**config.mk**
```make
export PLATFORM = sky130hd
export DESIGN_NAME = hpm_master
export DESIGN_NICKNAME = d
export VERILOG_FILES = /design/src/hpm_pkg.sv /design/src/hpm_sync.sv /design/src/hpm_qtr_tick.sv /design/src/hpm_master.sv
export SDC_FILE = /design/constraint.sdc
export NUM_CORES = 1
export LEC_CHECK = 0
export ABC_AREA = 0
export BUFFER_PORTS_ARGS = -buffer_cell sky130_fd_sc_hd__buf_2
export CORE_MARGIN = 4
export CORE_UTILIZATION = 60
export CTS_BUF_LIST = sky130_fd_sc_hd__clkbuf_16
export CTS_CLUSTER_SIZE = 8
export DETAILED_ROUTE_END_ITERATION = 7
export PLACE_DENSITY = 0.93
export RECOVER_POWER = 50
export SYNTH_ARGS = -nofsm -noshare
export SYNTH_HDL_FRONTEND = slang
export SYNTH_SLANG_ARGS = --single-unit
```
**constraint.sdc**
```tcl
create_clock -name clk_sys -period 4.28 [get_ports clk_sys]
set_input_delay 1.07 -clock clk_sys [delete_from_list [all_inputs] [get_ports clk_sys]]
set_output_delay 1.07 -clock clk_sys [all_outputs]
set_load 0.01 [all_outputs]
```
**src/hpm_pkg.sv**
```systemverilog
// Shared constants, device map and types for the two-wire host controller
package hpm_pkg;

  localparam int CLK_PERIOD_NS = 10;
  localparam int SCL_PERIOD_NS = 10000;
  localparam int QTR_CYC = SCL_PERIOD_NS / (4 * CLK_PERIOD_NS);
  localparam logic [7:0] QTR_LAST = 8'(QTR_CYC - 1);
  localparam int FILT_NS = 50;
  localparam int FILT_CYC = (FILT_NS + CLK_PERIOD_NS - 1) / CLK_PERIOD_NS;
  localparam logic [3:0] FILT_LAST = 4'(FILT_CYC - 1);
  localparam int BUS_FREE_NS = 4700;
  localparam int BUS_FREE_CYC = (BUS_FREE_NS + CLK_PERIOD_NS - 1) / CLK_PERIOD_NS;
  localparam logic [1:0] BUS_FREE_QTRS = 2'((BUS_FREE_CYC + QTR_CYC - 1) / QTR_CYC);

  localparam logic [6:0] DEV_ADDR = 7'h50;
  localparam logic RW_WRITE = 1'b0;
  localparam logic RW_READ = 1'b1;
  localparam logic [2:0] ROW_BYTES = 3'h4;

  // Device map, lower memory
  localparam logic [7:0] REG_COND_CTRL = 8'h01;
  localparam int COND_CTRL_A_BIT = 2;
  localparam int COND_CTRL_B_BIT = 1;
  localparam logic [7:0] REG_HOST_PASSWORD_SETTING = 8'h77;
  localparam logic [7:0] REG_PASSWORD_ENTRY = 8'h7b;
  localparam logic [7:0] REG_TABLE_SELECT = 8'h7f;
  // Device map, upper tables
  localparam logic [7:0] REG_EXT_SENSOR_A_SCALE_PRESET = 8'h80;
  localparam logic [7:0] REG_EXT_SENSOR_B_SCALE_PRESET = 8'h82;
  localparam logic [7:0] REG_THRESHOLD_VOLTAGE_VALUE = 8'h87;
  localparam logic [7:0] REG_BIAS_MONITOR_OFFSET = 8'ha4;
  localparam logic [7:0] REG_TX_POWER_MONITOR_OFFSET = 8'ha6;
  localparam logic [7:0] REG_RX_POWER_MONITOR_OFFSET = 8'ha8;
  localparam logic [7:0] REG_AUX_ONE_MONITOR_OFFSET = 8'haa;
  localparam logic [7:0] REG_AUX_TWO_MONITOR_OFFSET = 8'hac;
  localparam logic [7:0] REG_TABLE_INDEX_POINTER = 8'hb0;
  localparam logic [7:0] REG_TABLE_CONFIG = 8'hb2;
  localparam logic [7:0] REG_QUICK_TRIP_STATUS = 8'hb4;
  localparam logic [7:0] REG_MODULE_PASSWORD_SETTING = 8'hb8;
  localparam logic [7:0] THRESHOLD_VOLTAGE_RST = 8'h80;
  localparam logic [15:0] MONITOR_OFFSET_RST = 16'h0000;
  localparam logic [7:0] TABLE_CONFIG_RST = 8'h03;
  localparam logic [31:0] MODULE_PASSWORD_RST = 32'hfffffff;
  localparam int CFG_TABLE_VALUE_OVERRIDE_BIT = 0;
  localparam int CFG_TABLE_FETCH_ENABLE_BIT = 1;
  localparam int CFG_SHADOW_NV_WRITE_BLOCK_BIT = 2;
  localparam int STAT_BIAS_HIGH_BIT = 2;
  localparam int STAT_TX_POWER_HIGH_BIT = 3;
  localparam int STAT_TX_POWER_LOW_BIT = 4;
  localparam int STAT_SHUTDOWN_BIT = 6;
  localparam int STAT_SAFETY_FAULT_BIT = 7;

  typedef enum logic [4:0] {
    ST_IDLE = 5'h01,
    ST_START = 5'h02,
    ST_XFER = 5'h04,
    ST_STOP = 5'h08,
    ST_DONE = 5'h10
  } hpm_st_t;

  typedef enum logic [4:0] {
    SG_ADDRW = 5'h01,
    SG_MEMA = 5'h02,
    SG_WDATA = 5'h04,
    SG_ADDRR = 5'h08,
    SG_RDATA = 5'h10
  } hpm_seg_t;

  typedef struct packed {
    logic rd;
    logic set_addr;
    logic [7:0] mem_addr;
    logic [2:0] len;
    logic [31:0] wdata;
  } hpm_cmd_t;

  typedef struct packed {
    logic nack;
    logic [31:0] rdata;
  } hpm_rsp_t;

  typedef struct packed {
    hpm_st_t st;
    hpm_seg_t seg;
    logic [1:0] qtr;
    logic [3:0] bitn;
    logic [1:0] byte_cnt;
    logic [7:0] shreg;
    logic ack;
    hpm_cmd_t cmd;
    hpm_rsp_t rsp;
    logic sda_low;
    logic scl_low;
    logic sel_n;
  } hpm_state_t;

  localparam hpm_state_t STATE_RST = '{
    st: ST_IDLE, seg: SG_ADDRW, qtr: 2'h0, bitn: 4'h0, byte_cnt: 2'h0,
    shreg: 8'h00, ack: 1'b1, cmd: '0, rsp: '0, sda_low: 1'b0,
    scl_low: 1'b0, sel_n: 1'b1
  };

  typedef struct packed {
    logic meta;
    logic sync;
    logic [3:0] cnt;
    logic q;
  } hpm_filt_t;

  localparam hpm_filt_t FILT_RST = '{meta: 1'b1, sync: 1'b1, cnt: 4'h0, q: 1'b1};

  typedef struct packed {
    logic [7:0] cnt;
  } hpm_tick_t;

  localparam hpm_tick_t TICK_RST = '{cnt: 8'h00};

endpackage

```
**src/hpm_sync.sv**
```systemverilog
// Two-flop synchroniser with a stability filter for the bus pins
`timescale 1ns/10ps
module hpm_sync #(
  parameter int W = 2
) (
  input wire logic clk_sys,
  input wire logic resetn,
  input wire logic [W-1:0] d_level,
  output logic [W-1:0] q_level
);

  genvar gi;
  generate
    for (gi = 0; gi < W; gi++) begin : g_bit
      hpm_pkg::hpm_filt_t f_r;
      hpm_pkg::hpm_filt_t f_nxt;

      always_comb begin
        f_nxt = f_r;
        f_nxt.meta = d_level[gi];
        f_nxt.sync = f_r.meta;
        // A new level is taken only after it held for the whole filter time
        if (f_r.sync != f_r.q) begin
          if (f_r.cnt == hpm_pkg::FILT_LAST) begin
            f_nxt.q = f_r.sync;
            f_nxt.cnt = 4'h0;
          end else begin
            f_nxt.cnt = f_r.cnt + 4'h1;
          end
        end else begin
          f_nxt.cnt = 4'h0;
        end
      end

      always_ff @(posedge clk_sys) begin
        if (!resetn) begin
          f_r <= hpm_pkg::FILT_RST;
        end else begin
          f_r <= f_nxt;
        end
      end

      assign q_level[gi] = f_r.q;
    end
  endgenerate

endmodule

```
**src/hpm_qtr_tick.sv**
```systemverilog
// Quarter-period tick divider that paces the bus clock
`timescale 1ns/10ps
module hpm_qtr_tick (
  input wire logic clk_sys,
  input wire logic resetn,
  input wire logic run,
  output logic tick
);

  hpm_pkg::hpm_tick_t t_r;
  hpm_pkg::hpm_tick_t t_nxt;

  always_comb begin
    t_nxt = t_r;
    if (!run || t_r.cnt == hpm_pkg::QTR_LAST) begin
      t_nxt.cnt = 8'h00;
    end else begin
      t_nxt.cnt = t_r.cnt + 8'h01;
    end
  end

  always_ff @(posedge clk_sys) begin
    if (!resetn) begin
      t_r <= hpm_pkg::TICK_RST;
    end else begin
      t_r <= t_nxt;
    end
  end

  assign tick = run && (t_r.cnt == hpm_pkg::QTR_LAST);

endmodule

```
**src/hpm_master.sv**
```systemverilog
// Two-wire bus host that reads and writes the laser-control device
`timescale 1ns/10ps
module hpm_master (
  input wire logic clk_sys,
  input wire logic resetn,
  input wire logic cmd_valid,
  output logic cmd_ready,
  input wire hpm_pkg::hpm_cmd_t cmd,
  output logic rsp_valid,
  output hpm_pkg::hpm_rsp_t rsp,
  output logic bus_select_n,
  input wire logic scl_level,
  output logic scl_value,
  output logic scl_enable,
  input wire logic sda_level,
  output logic sda_value,
  output logic sda_enable
);

  hpm_pkg::hpm_state_t s_r;
  hpm_pkg::hpm_state_t s_nxt;
  logic [1:0] pins_s;
  logic scl_s;
  logic sda_s;
  logic tick;
  logic adv;
  logic wr;
  logic [1:0] free_r;
  logic [1:0] free_nxt;

  function automatic logic last_byte(input logic [1:0] cnt, input logic [2:0] len);
    last_byte = ({1'b0, cnt} + 3'h1) >= len;
  endfunction

  function automatic logic [2:0] clamp_len(input logic [2:0] len);
    if (len == 3'h0) begin
      clamp_len = 3'h1;
    end else if (len > hpm_pkg::ROW_BYTES) begin
      clamp_len = hpm_pkg::ROW_BYTES;
    end else begin
      clamp_len = len;
    end
  endfunction

  hpm_sync #(
    .W(2)
  ) u_sync (
    .clk_sys(clk_sys),
    .resetn(resetn),
    .d_level({scl_level, sda_level}),
    .q_level(pins_s)
  );

  hpm_qtr_tick u_tick (
    .clk_sys(clk_sys),
    .resetn(resetn),
    .run(s_r.st != hpm_pkg::ST_IDLE),
    .tick(tick)
  );

  assign scl_s = pins_s[1];
  assign sda_s = pins_s[0];
  // A released SCL may be held low by the device; wait until it is seen high
  assign adv = tick && (s_r.scl_low || scl_s);
  assign wr = s_r.seg != hpm_pkg::SG_RDATA;

  always_comb begin
    s_nxt = s_r;
    free_nxt = free_r;
    unique case (s_r.st)
      hpm_pkg::ST_IDLE: begin
        s_nxt.sel_n = 1'b1;
        if (cmd_valid) begin
          s_nxt.cmd = cmd;
          s_nxt.cmd.len = clamp_len(cmd.len);
          s_nxt.rsp = '0;
          s_nxt.qtr = 2'h0;
          s_nxt.bitn = 4'h0;
          s_nxt.byte_cnt = 2'h0;
          s_nxt.st = hpm_pkg::ST_START;
          s_nxt.sel_n = 1'b0;
          // Reading without a dummy write starts at the device's own counter
          if (cmd.rd && !cmd.set_addr) begin
            s_nxt.seg = hpm_pkg::SG_ADDRR;
          end else begin
            s_nxt.seg = hpm_pkg::SG_ADDRW;
          end
        end
      end
      hpm_pkg::ST_START: begin
        if (adv) begin
          s_nxt.qtr = s_r.qtr + 2'h1;
          unique case (s_r.qtr)
            2'h0: begin
              s_nxt.scl_low = 1'b1;
              s_nxt.sda_low = 1'b0;
            end
            2'h1: s_nxt.scl_low = 1'b0;
            2'h2: s_nxt.sda_low = 1'b1;
            2'h3: begin
              s_nxt.scl_low = 1'b1;
              s_nxt.st = hpm_pkg::ST_XFER;
              s_nxt.bitn = 4'h0;
              s_nxt.ack = 1'b1;
              // Address byte: device address above the direction bit
              s_nxt.shreg = {hpm_pkg::DEV_ADDR, (s_r.seg == hpm_pkg::SG_ADDRR) ?
                hpm_pkg::RW_READ : hpm_pkg::RW_WRITE};
            end
          endcase
        end
      end
      hpm_pkg::ST_XFER: begin
        if (adv) begin
          s_nxt.qtr = s_r.qtr + 2'h1;
          unique case (s_r.qtr)
            2'h0: begin
              // SCL is low here, so SDA may change
              if (s_r.bitn < 4'h8) begin
                s_nxt.sda_low = wr ? !s_r.shreg[7] : 1'b0;
              end else begin
                s_nxt.sda_low = wr ? 1'b0 : !last_byte(s_r.byte_cnt, s_r.cmd.len);
              end
            end
            2'h1: s_nxt.scl_low = 1'b0;
            2'h2: begin
              // SCL high: device data became valid after the last fall
              if (s_r.bitn < 4'h8) begin
                s_nxt.shreg = {s_r.shreg[6:0], sda_s};
              end else begin
                s_nxt.ack = sda_s;
              end
            end
            2'h3: begin
              s_nxt.scl_low = 1'b1;
              if (s_r.bitn < 4'h8) begin
                s_nxt.bitn = s_r.bitn + 4'h1;
              end else begin
                s_nxt.bitn = 4'h0;
                if (wr && s_r.ack) begin
                  // Busy or absent device: report and end; caller may poll
                  s_nxt.rsp.nack = 1'b1;
                  s_nxt.st = hpm_pkg::ST_STOP;
                end else begin
                  unique case (s_r.seg)
                    hpm_pkg::SG_ADDRW: begin
                      s_nxt.seg = hpm_pkg::SG_MEMA;
                      s_nxt.shreg = s_r.cmd.mem_addr;
                    end
                    hpm_pkg::SG_MEMA: begin
                      if (s_r.cmd.rd) begin
                        s_nxt.seg = hpm_pkg::SG_ADDRR;
                        s_nxt.st = hpm_pkg::ST_START;
                      end else begin
                        s_nxt.seg = hpm_pkg::SG_WDATA;
                        s_nxt.byte_cnt = 2'h0;
                        s_nxt.shreg = s_r.cmd.wdata[7:0];
                      end
                    end
                    hpm_pkg::SG_WDATA: begin
                      // All bytes of one row go in a single transfer
                      if (last_byte(s_r.byte_cnt, s_r.cmd.len)) begin
                        s_nxt.st = hpm_pkg::ST_STOP;
                      end else begin
                        s_nxt.byte_cnt = s_r.byte_cnt + 2'h1;
                        s_nxt.shreg = s_r.cmd.wdata[{s_r.byte_cnt + 2'h1, 3'h0} +: 8];
                      end
                    end
                    hpm_pkg::SG_ADDRR: begin
                      s_nxt.seg = hpm_pkg::SG_RDATA;
                      s_nxt.byte_cnt = 2'h0;
                    end
                    hpm_pkg::SG_RDATA: begin
                      s_nxt.rsp.rdata[{s_r.byte_cnt, 3'h0} +: 8] = s_r.shreg;
                      if (last_byte(s_r.byte_cnt, s_r.cmd.len)) begin
                        s_nxt.st = hpm_pkg::ST_STOP;
                      end else begin
                        s_nxt.byte_cnt = s_r.byte_cnt + 2'h1;
                      end
                    end
                  endcase
                end
              end
            end
          endcase
        end
      end
      hpm_pkg::ST_STOP: begin
        if (adv) begin
          s_nxt.qtr = s_r.qtr + 2'h1;
          unique case (s_r.qtr)
            2'h0: s_nxt.sda_low = 1'b1;
            2'h1: s_nxt.scl_low = 1'b0;
            2'h2: s_nxt.sda_low = 1'b0;
            2'h3: begin
              s_nxt.st = hpm_pkg::ST_DONE;
              free_nxt = 2'h0;
            end
          endcase
        end
      end
      hpm_pkg::ST_DONE: begin
        // Keep the bus free for the minimum idle time before the next start
        if (tick) begin
          free_nxt = free_r + 2'h1;
        end
        if (free_r == hpm_pkg::BUS_FREE_QTRS) begin
          s_nxt.st = hpm_pkg::ST_IDLE;
          s_nxt.sel_n = 1'b1;
        end
      end
    endcase
  end

  always_ff @(posedge clk_sys) begin
    if (!resetn) begin
      s_r <= hpm_pkg::STATE_RST;
      free_r <= 2'h0;
    end else begin
      s_r <= s_nxt;
      free_r <= free_nxt;
    end
  end

  assign cmd_ready = s_r.st == hpm_pkg::ST_IDLE;
  assign rsp_valid = (s_r.st == hpm_pkg::ST_DONE) && (free_r == hpm_pkg::BUS_FREE_QTRS);
  assign rsp = s_r.rsp;
  assign bus_select_n = s_r.sel_n;
  assign scl_value = 1'b0;
  assign scl_enable = s_r.scl_low;
  assign sda_value = 1'b0;
  assign sda_enable = s_r.sda_low;
endmodule

```
==> out/qor.yml <==
worst_path_dominant_cell_family: "compound AO/OA/AOI/OAI gates"
critPathMostFrequentCell: "ha_1"
finalSetupTns_ns: 0
postCtsHoldBufs: 0
syn_inst: 759
post-dp-hpwl_mm: 10.87
max_cap_viol_count: 1
ys_warn_count: 0
inserted_clock_buffers: 17
sequentialPowerShare_pct: 42.1
setup.worst_path.end_class: "register"
area_growth_pct: 11.73
run_status: "finished, violations left"
grt_max_degree: 53
route.vias.total: 5873
syn-mean-instance-area_um2: 8.688
fin_worst_skew_ns: 0.009729
power.switching_uw: 920.4
placement_rows: 38
intPower_mw: 2.236
setup_slack_ns: 0.8676
global_route.usage.total_pct: 25.45
worst-slew-pin-transition_ns: 1.935
synth_cell_types: 77
hold_viol_final: 0
timing.slew.headroom_pct: -29.00
power.combinational.fraction_pct: 10.6
grt_setup_unrepaired: "false"
critical_path.startpoint_type: "register"
worst_ep_required_time_ns: 4.63
number_of_top_level_design_ports: 90
port-buffer-count: 87
detailed_place.area_um2: 6815
cp_cell_instances: "inv_1 -> ha_1 -> ha_1 -> nand2_1 -> o21ai_0 -> a21oi_1 -> o221ai_1 -> mux2i_1"
min-delay-start: "u_sync.g_bit[1].f_nxt[5]$_SDFF_PN1_"
final_layout_size_suffix_gt1_share_pct: 14.87
reg2reg_setup_slack_ns: 0.87
worst_path_max_stage_delay_ns: 0.77
first_global_vias: 5486
slew_viol_final: 42
critical_path_peak_fanout: 14
timing_startpoint_of_the_critical_path: "s_r[90]$_SDFFE_PN0P_"
avgViaCountPerCell: 6.202
hold_path.class: "register to register"
ys_async_sr_fraction_pct: 0
swShare_pct: 29.16
timing.critical_path.arrival_ns: 3.76
layout_worst_path_cycle_share_pct: 79.73
gr-total-overflow: 0
critical_path.n_buffers_inverters: 1
sink_count_of_the_clock_tree: 131
die-width_um: 112.8
clock_tree.htree_level_count: 4
antenna_cells_inserted: 0
stdcell_area_um2: 7367
pwr_density_cell_nw_per_um2: 428.5
fp.coreArea_um2: 10790
clk_pin_slew_ns: 0.07
synth-edff-count: 0
ys_ff_latch: 131
synthesis.area_um2: 6594
cts_resized: 0
cp_class: "register to register"
period_minus_slack_ns: 3.412
dieHeight_um: 112.8
groute.layer.met2.usage_pct: 41.67
synthFlopType: "dfxtp_1"
post_drt_antenna_nets: 0
final_core_util_pct: 68.26
grt_pass1_wl_mm: 26.51
clock_power_share_pct: 47.2
dr.pass1.iters: 5
cts_root_buf: "clkbuf_16"
met1_usage_pct: 32.23
cts_post_setup_buffers_inserted: 0
routed_wire_length_per_instance_um: 17.08
drt-initial-drc-count: 728
max_freq_mhz: 293.0
global_route.peak_usage_layer: "met2"
clk_latency_ns: 0.43
worst_r2r_startpoint: "s_r[90]$_SDFFE_PN0P_"
initial_antenna_violation_count: 0
num-nets-final: 864
vdd_drop_max_v: 0.0002112
met3_usage_pct: 6.310
failed_checks: "capacitance limit, slew limit"
total_power_mw: 3.157
initial_utilization_pct: 61.09
ys_seq_area_share_pct: 39.77
drt_wl_total_mm: 16.18
drc_errors: 0
worst_setup_slack_post_dpl_ns: 1.020
crit_path_top_delay_cell: "dfxtp_1"
tritoncts: "done"
clk_path_buf_depth: 2
place_congestion: 0.9295
floorplan.die_area_um2: 12730
setup_viol_count_final: 0
p_leak_nw: 2.708
-- cells in the final DEF, fill, tap and decap left out, drive strengths merged, types with 3 or more instances in the layout --
cell       n
nor2b      7
o211ai     4
a31oi     11
nor3b      3
nor2      34
mux2i     11
nor3       9
o21a       3
a21o       4
o221ai     9
clkinv     5
a221o      3
or3       20
a21oi     73
ha        20
a211oi     7
a221oi     5
nor4       5
nand2b     7
clkbuf    55
a22o      18
inv       32
buf       57
and2       6
mux4       8
nand3     21
dfxtp    131
nand3b     7
a31o       3
o21ai     31
nand4     19
o2111ai    4
xnor2     10
nand2    116
a2bb2oi    5
xor2       7
nand4b     4
-- sequential cells by signal, summed over array words and instances (netlist names) --
| register | count |
|---|---|
| s_r | 71 |
| rsp | 33 |
| u_sync.g_bit.f_r | 10 |
| u_tick.t_r | 8 |
| free_r | 2 |
| u_sync.g_bit.f_nxt | 2 |
| u_sync.q_level | 2 |
| bus_select_n | 1 |
| scl_enable | 1 |
| sda_enable | 1 |
-- logic make-up after synthesis --
family	after synthesis	synth area share (%)
fa+ha+maj	20	3.795
xor+xnor	17	2.258
other cells	1	0.05687
buf+inv	103	8.178
flops	131	39.77
mux	20	4.573
simple gates	268	20.99
compound gates	199	20.38
-- power by group through the flow --
stage	sequential, mW	combinational [mW]	clock, mW
finish	1.33	0.336	1.49
detailed placement	1.36	0.332	0
floorplan	1.33	0.265	0
global placement	1.35	0.321	0
global route	1.34	0.373	1.56
CTS	1.33	0.336	1.50
-- metal layers --
metal  wire length [um]  up-vias
li1                   -     2784
met1               6621     2747
met2               7633      293
met3               1477       49
met4                444        0
met5                  0        -
-- worst paths after layout --
| check | to | depth (start not counted) |
|---|---|---|
| setup / recovery | s_r[82]$_SDFFE_PN0P_ | 8 |
| hold / removal | u_sync.g_bit[1].f_r[5]$_SDFF_PN1_ | 1 |
| setup reg to reg | s_r[82]$_SDFFE_PN0P_ | 8 |
| hold reg to reg | u_sync.g_bit[1].f_r[5]$_SDFF_PN1_ | 1 |
-- layout make-up --
cell class / instances / area, um^2
well taps: 140 / 175.2
repair buffers: 95 / 445.4
inverters: 23 / 86.33
flip-flops and latches: 131 / 2623
clock buffers: 17 / 425.4
multi-input cells: 526 / 3425
clock inverters: 15 / 187.7
fillers: 839 / 3426
-- through the flow --
step                std cells  hold WS [ns]
CTS                       947        0.4084
global route              947        0.4158
global placement          915        0.3900
floorplan                 760        0.3863
finish                    947        0.4083
detailed placement        915        0.3940
-- cells in the mapped netlist, types with 6 or more instances --
cell type  count  area (um^2)
a211oi_1       6        45.04
a21oi_1       72        360.4
a22o_1        18        157.7
a31oi_1        9        56.30
buf_1          6        22.52
buf_2         11        55.05
buf_4         37        277.8
clkbuf_1      26        97.59
dfxtp_1      131         2623
ha_1          20        250.2
inv_1         23        86.33
mux2i_1       11        110.1
mux4_2         8        180.2
nand2_1      116        435.4
nand2b_1       7        43.79
nand3_1       20        100.1
nand3b_1       7        52.55
nand4_1       19        118.9
nor2_1        33        123.9
nor2b_1        7        43.79
nor3_1         7        35.03
o21ai_0       29        145.1
o221ai_1       9        78.83
or3_1         19        118.9
xnor2_1       10        87.58
xor2_1         7        61.31
-- worst reg2reg max path, stage by stage (launching register included) --
cell and delay (ns):
dfxtp_1 0.77, inv_1 0.32, ha_1 0.38, ha_1 0.28
nand2_1 0.04, o21ai_0 0.54, a21oi_1 0.32, o221ai_1 0.44
mux2i_1 0.23
No activity file was read; power rests on OpenSTA's default activity.
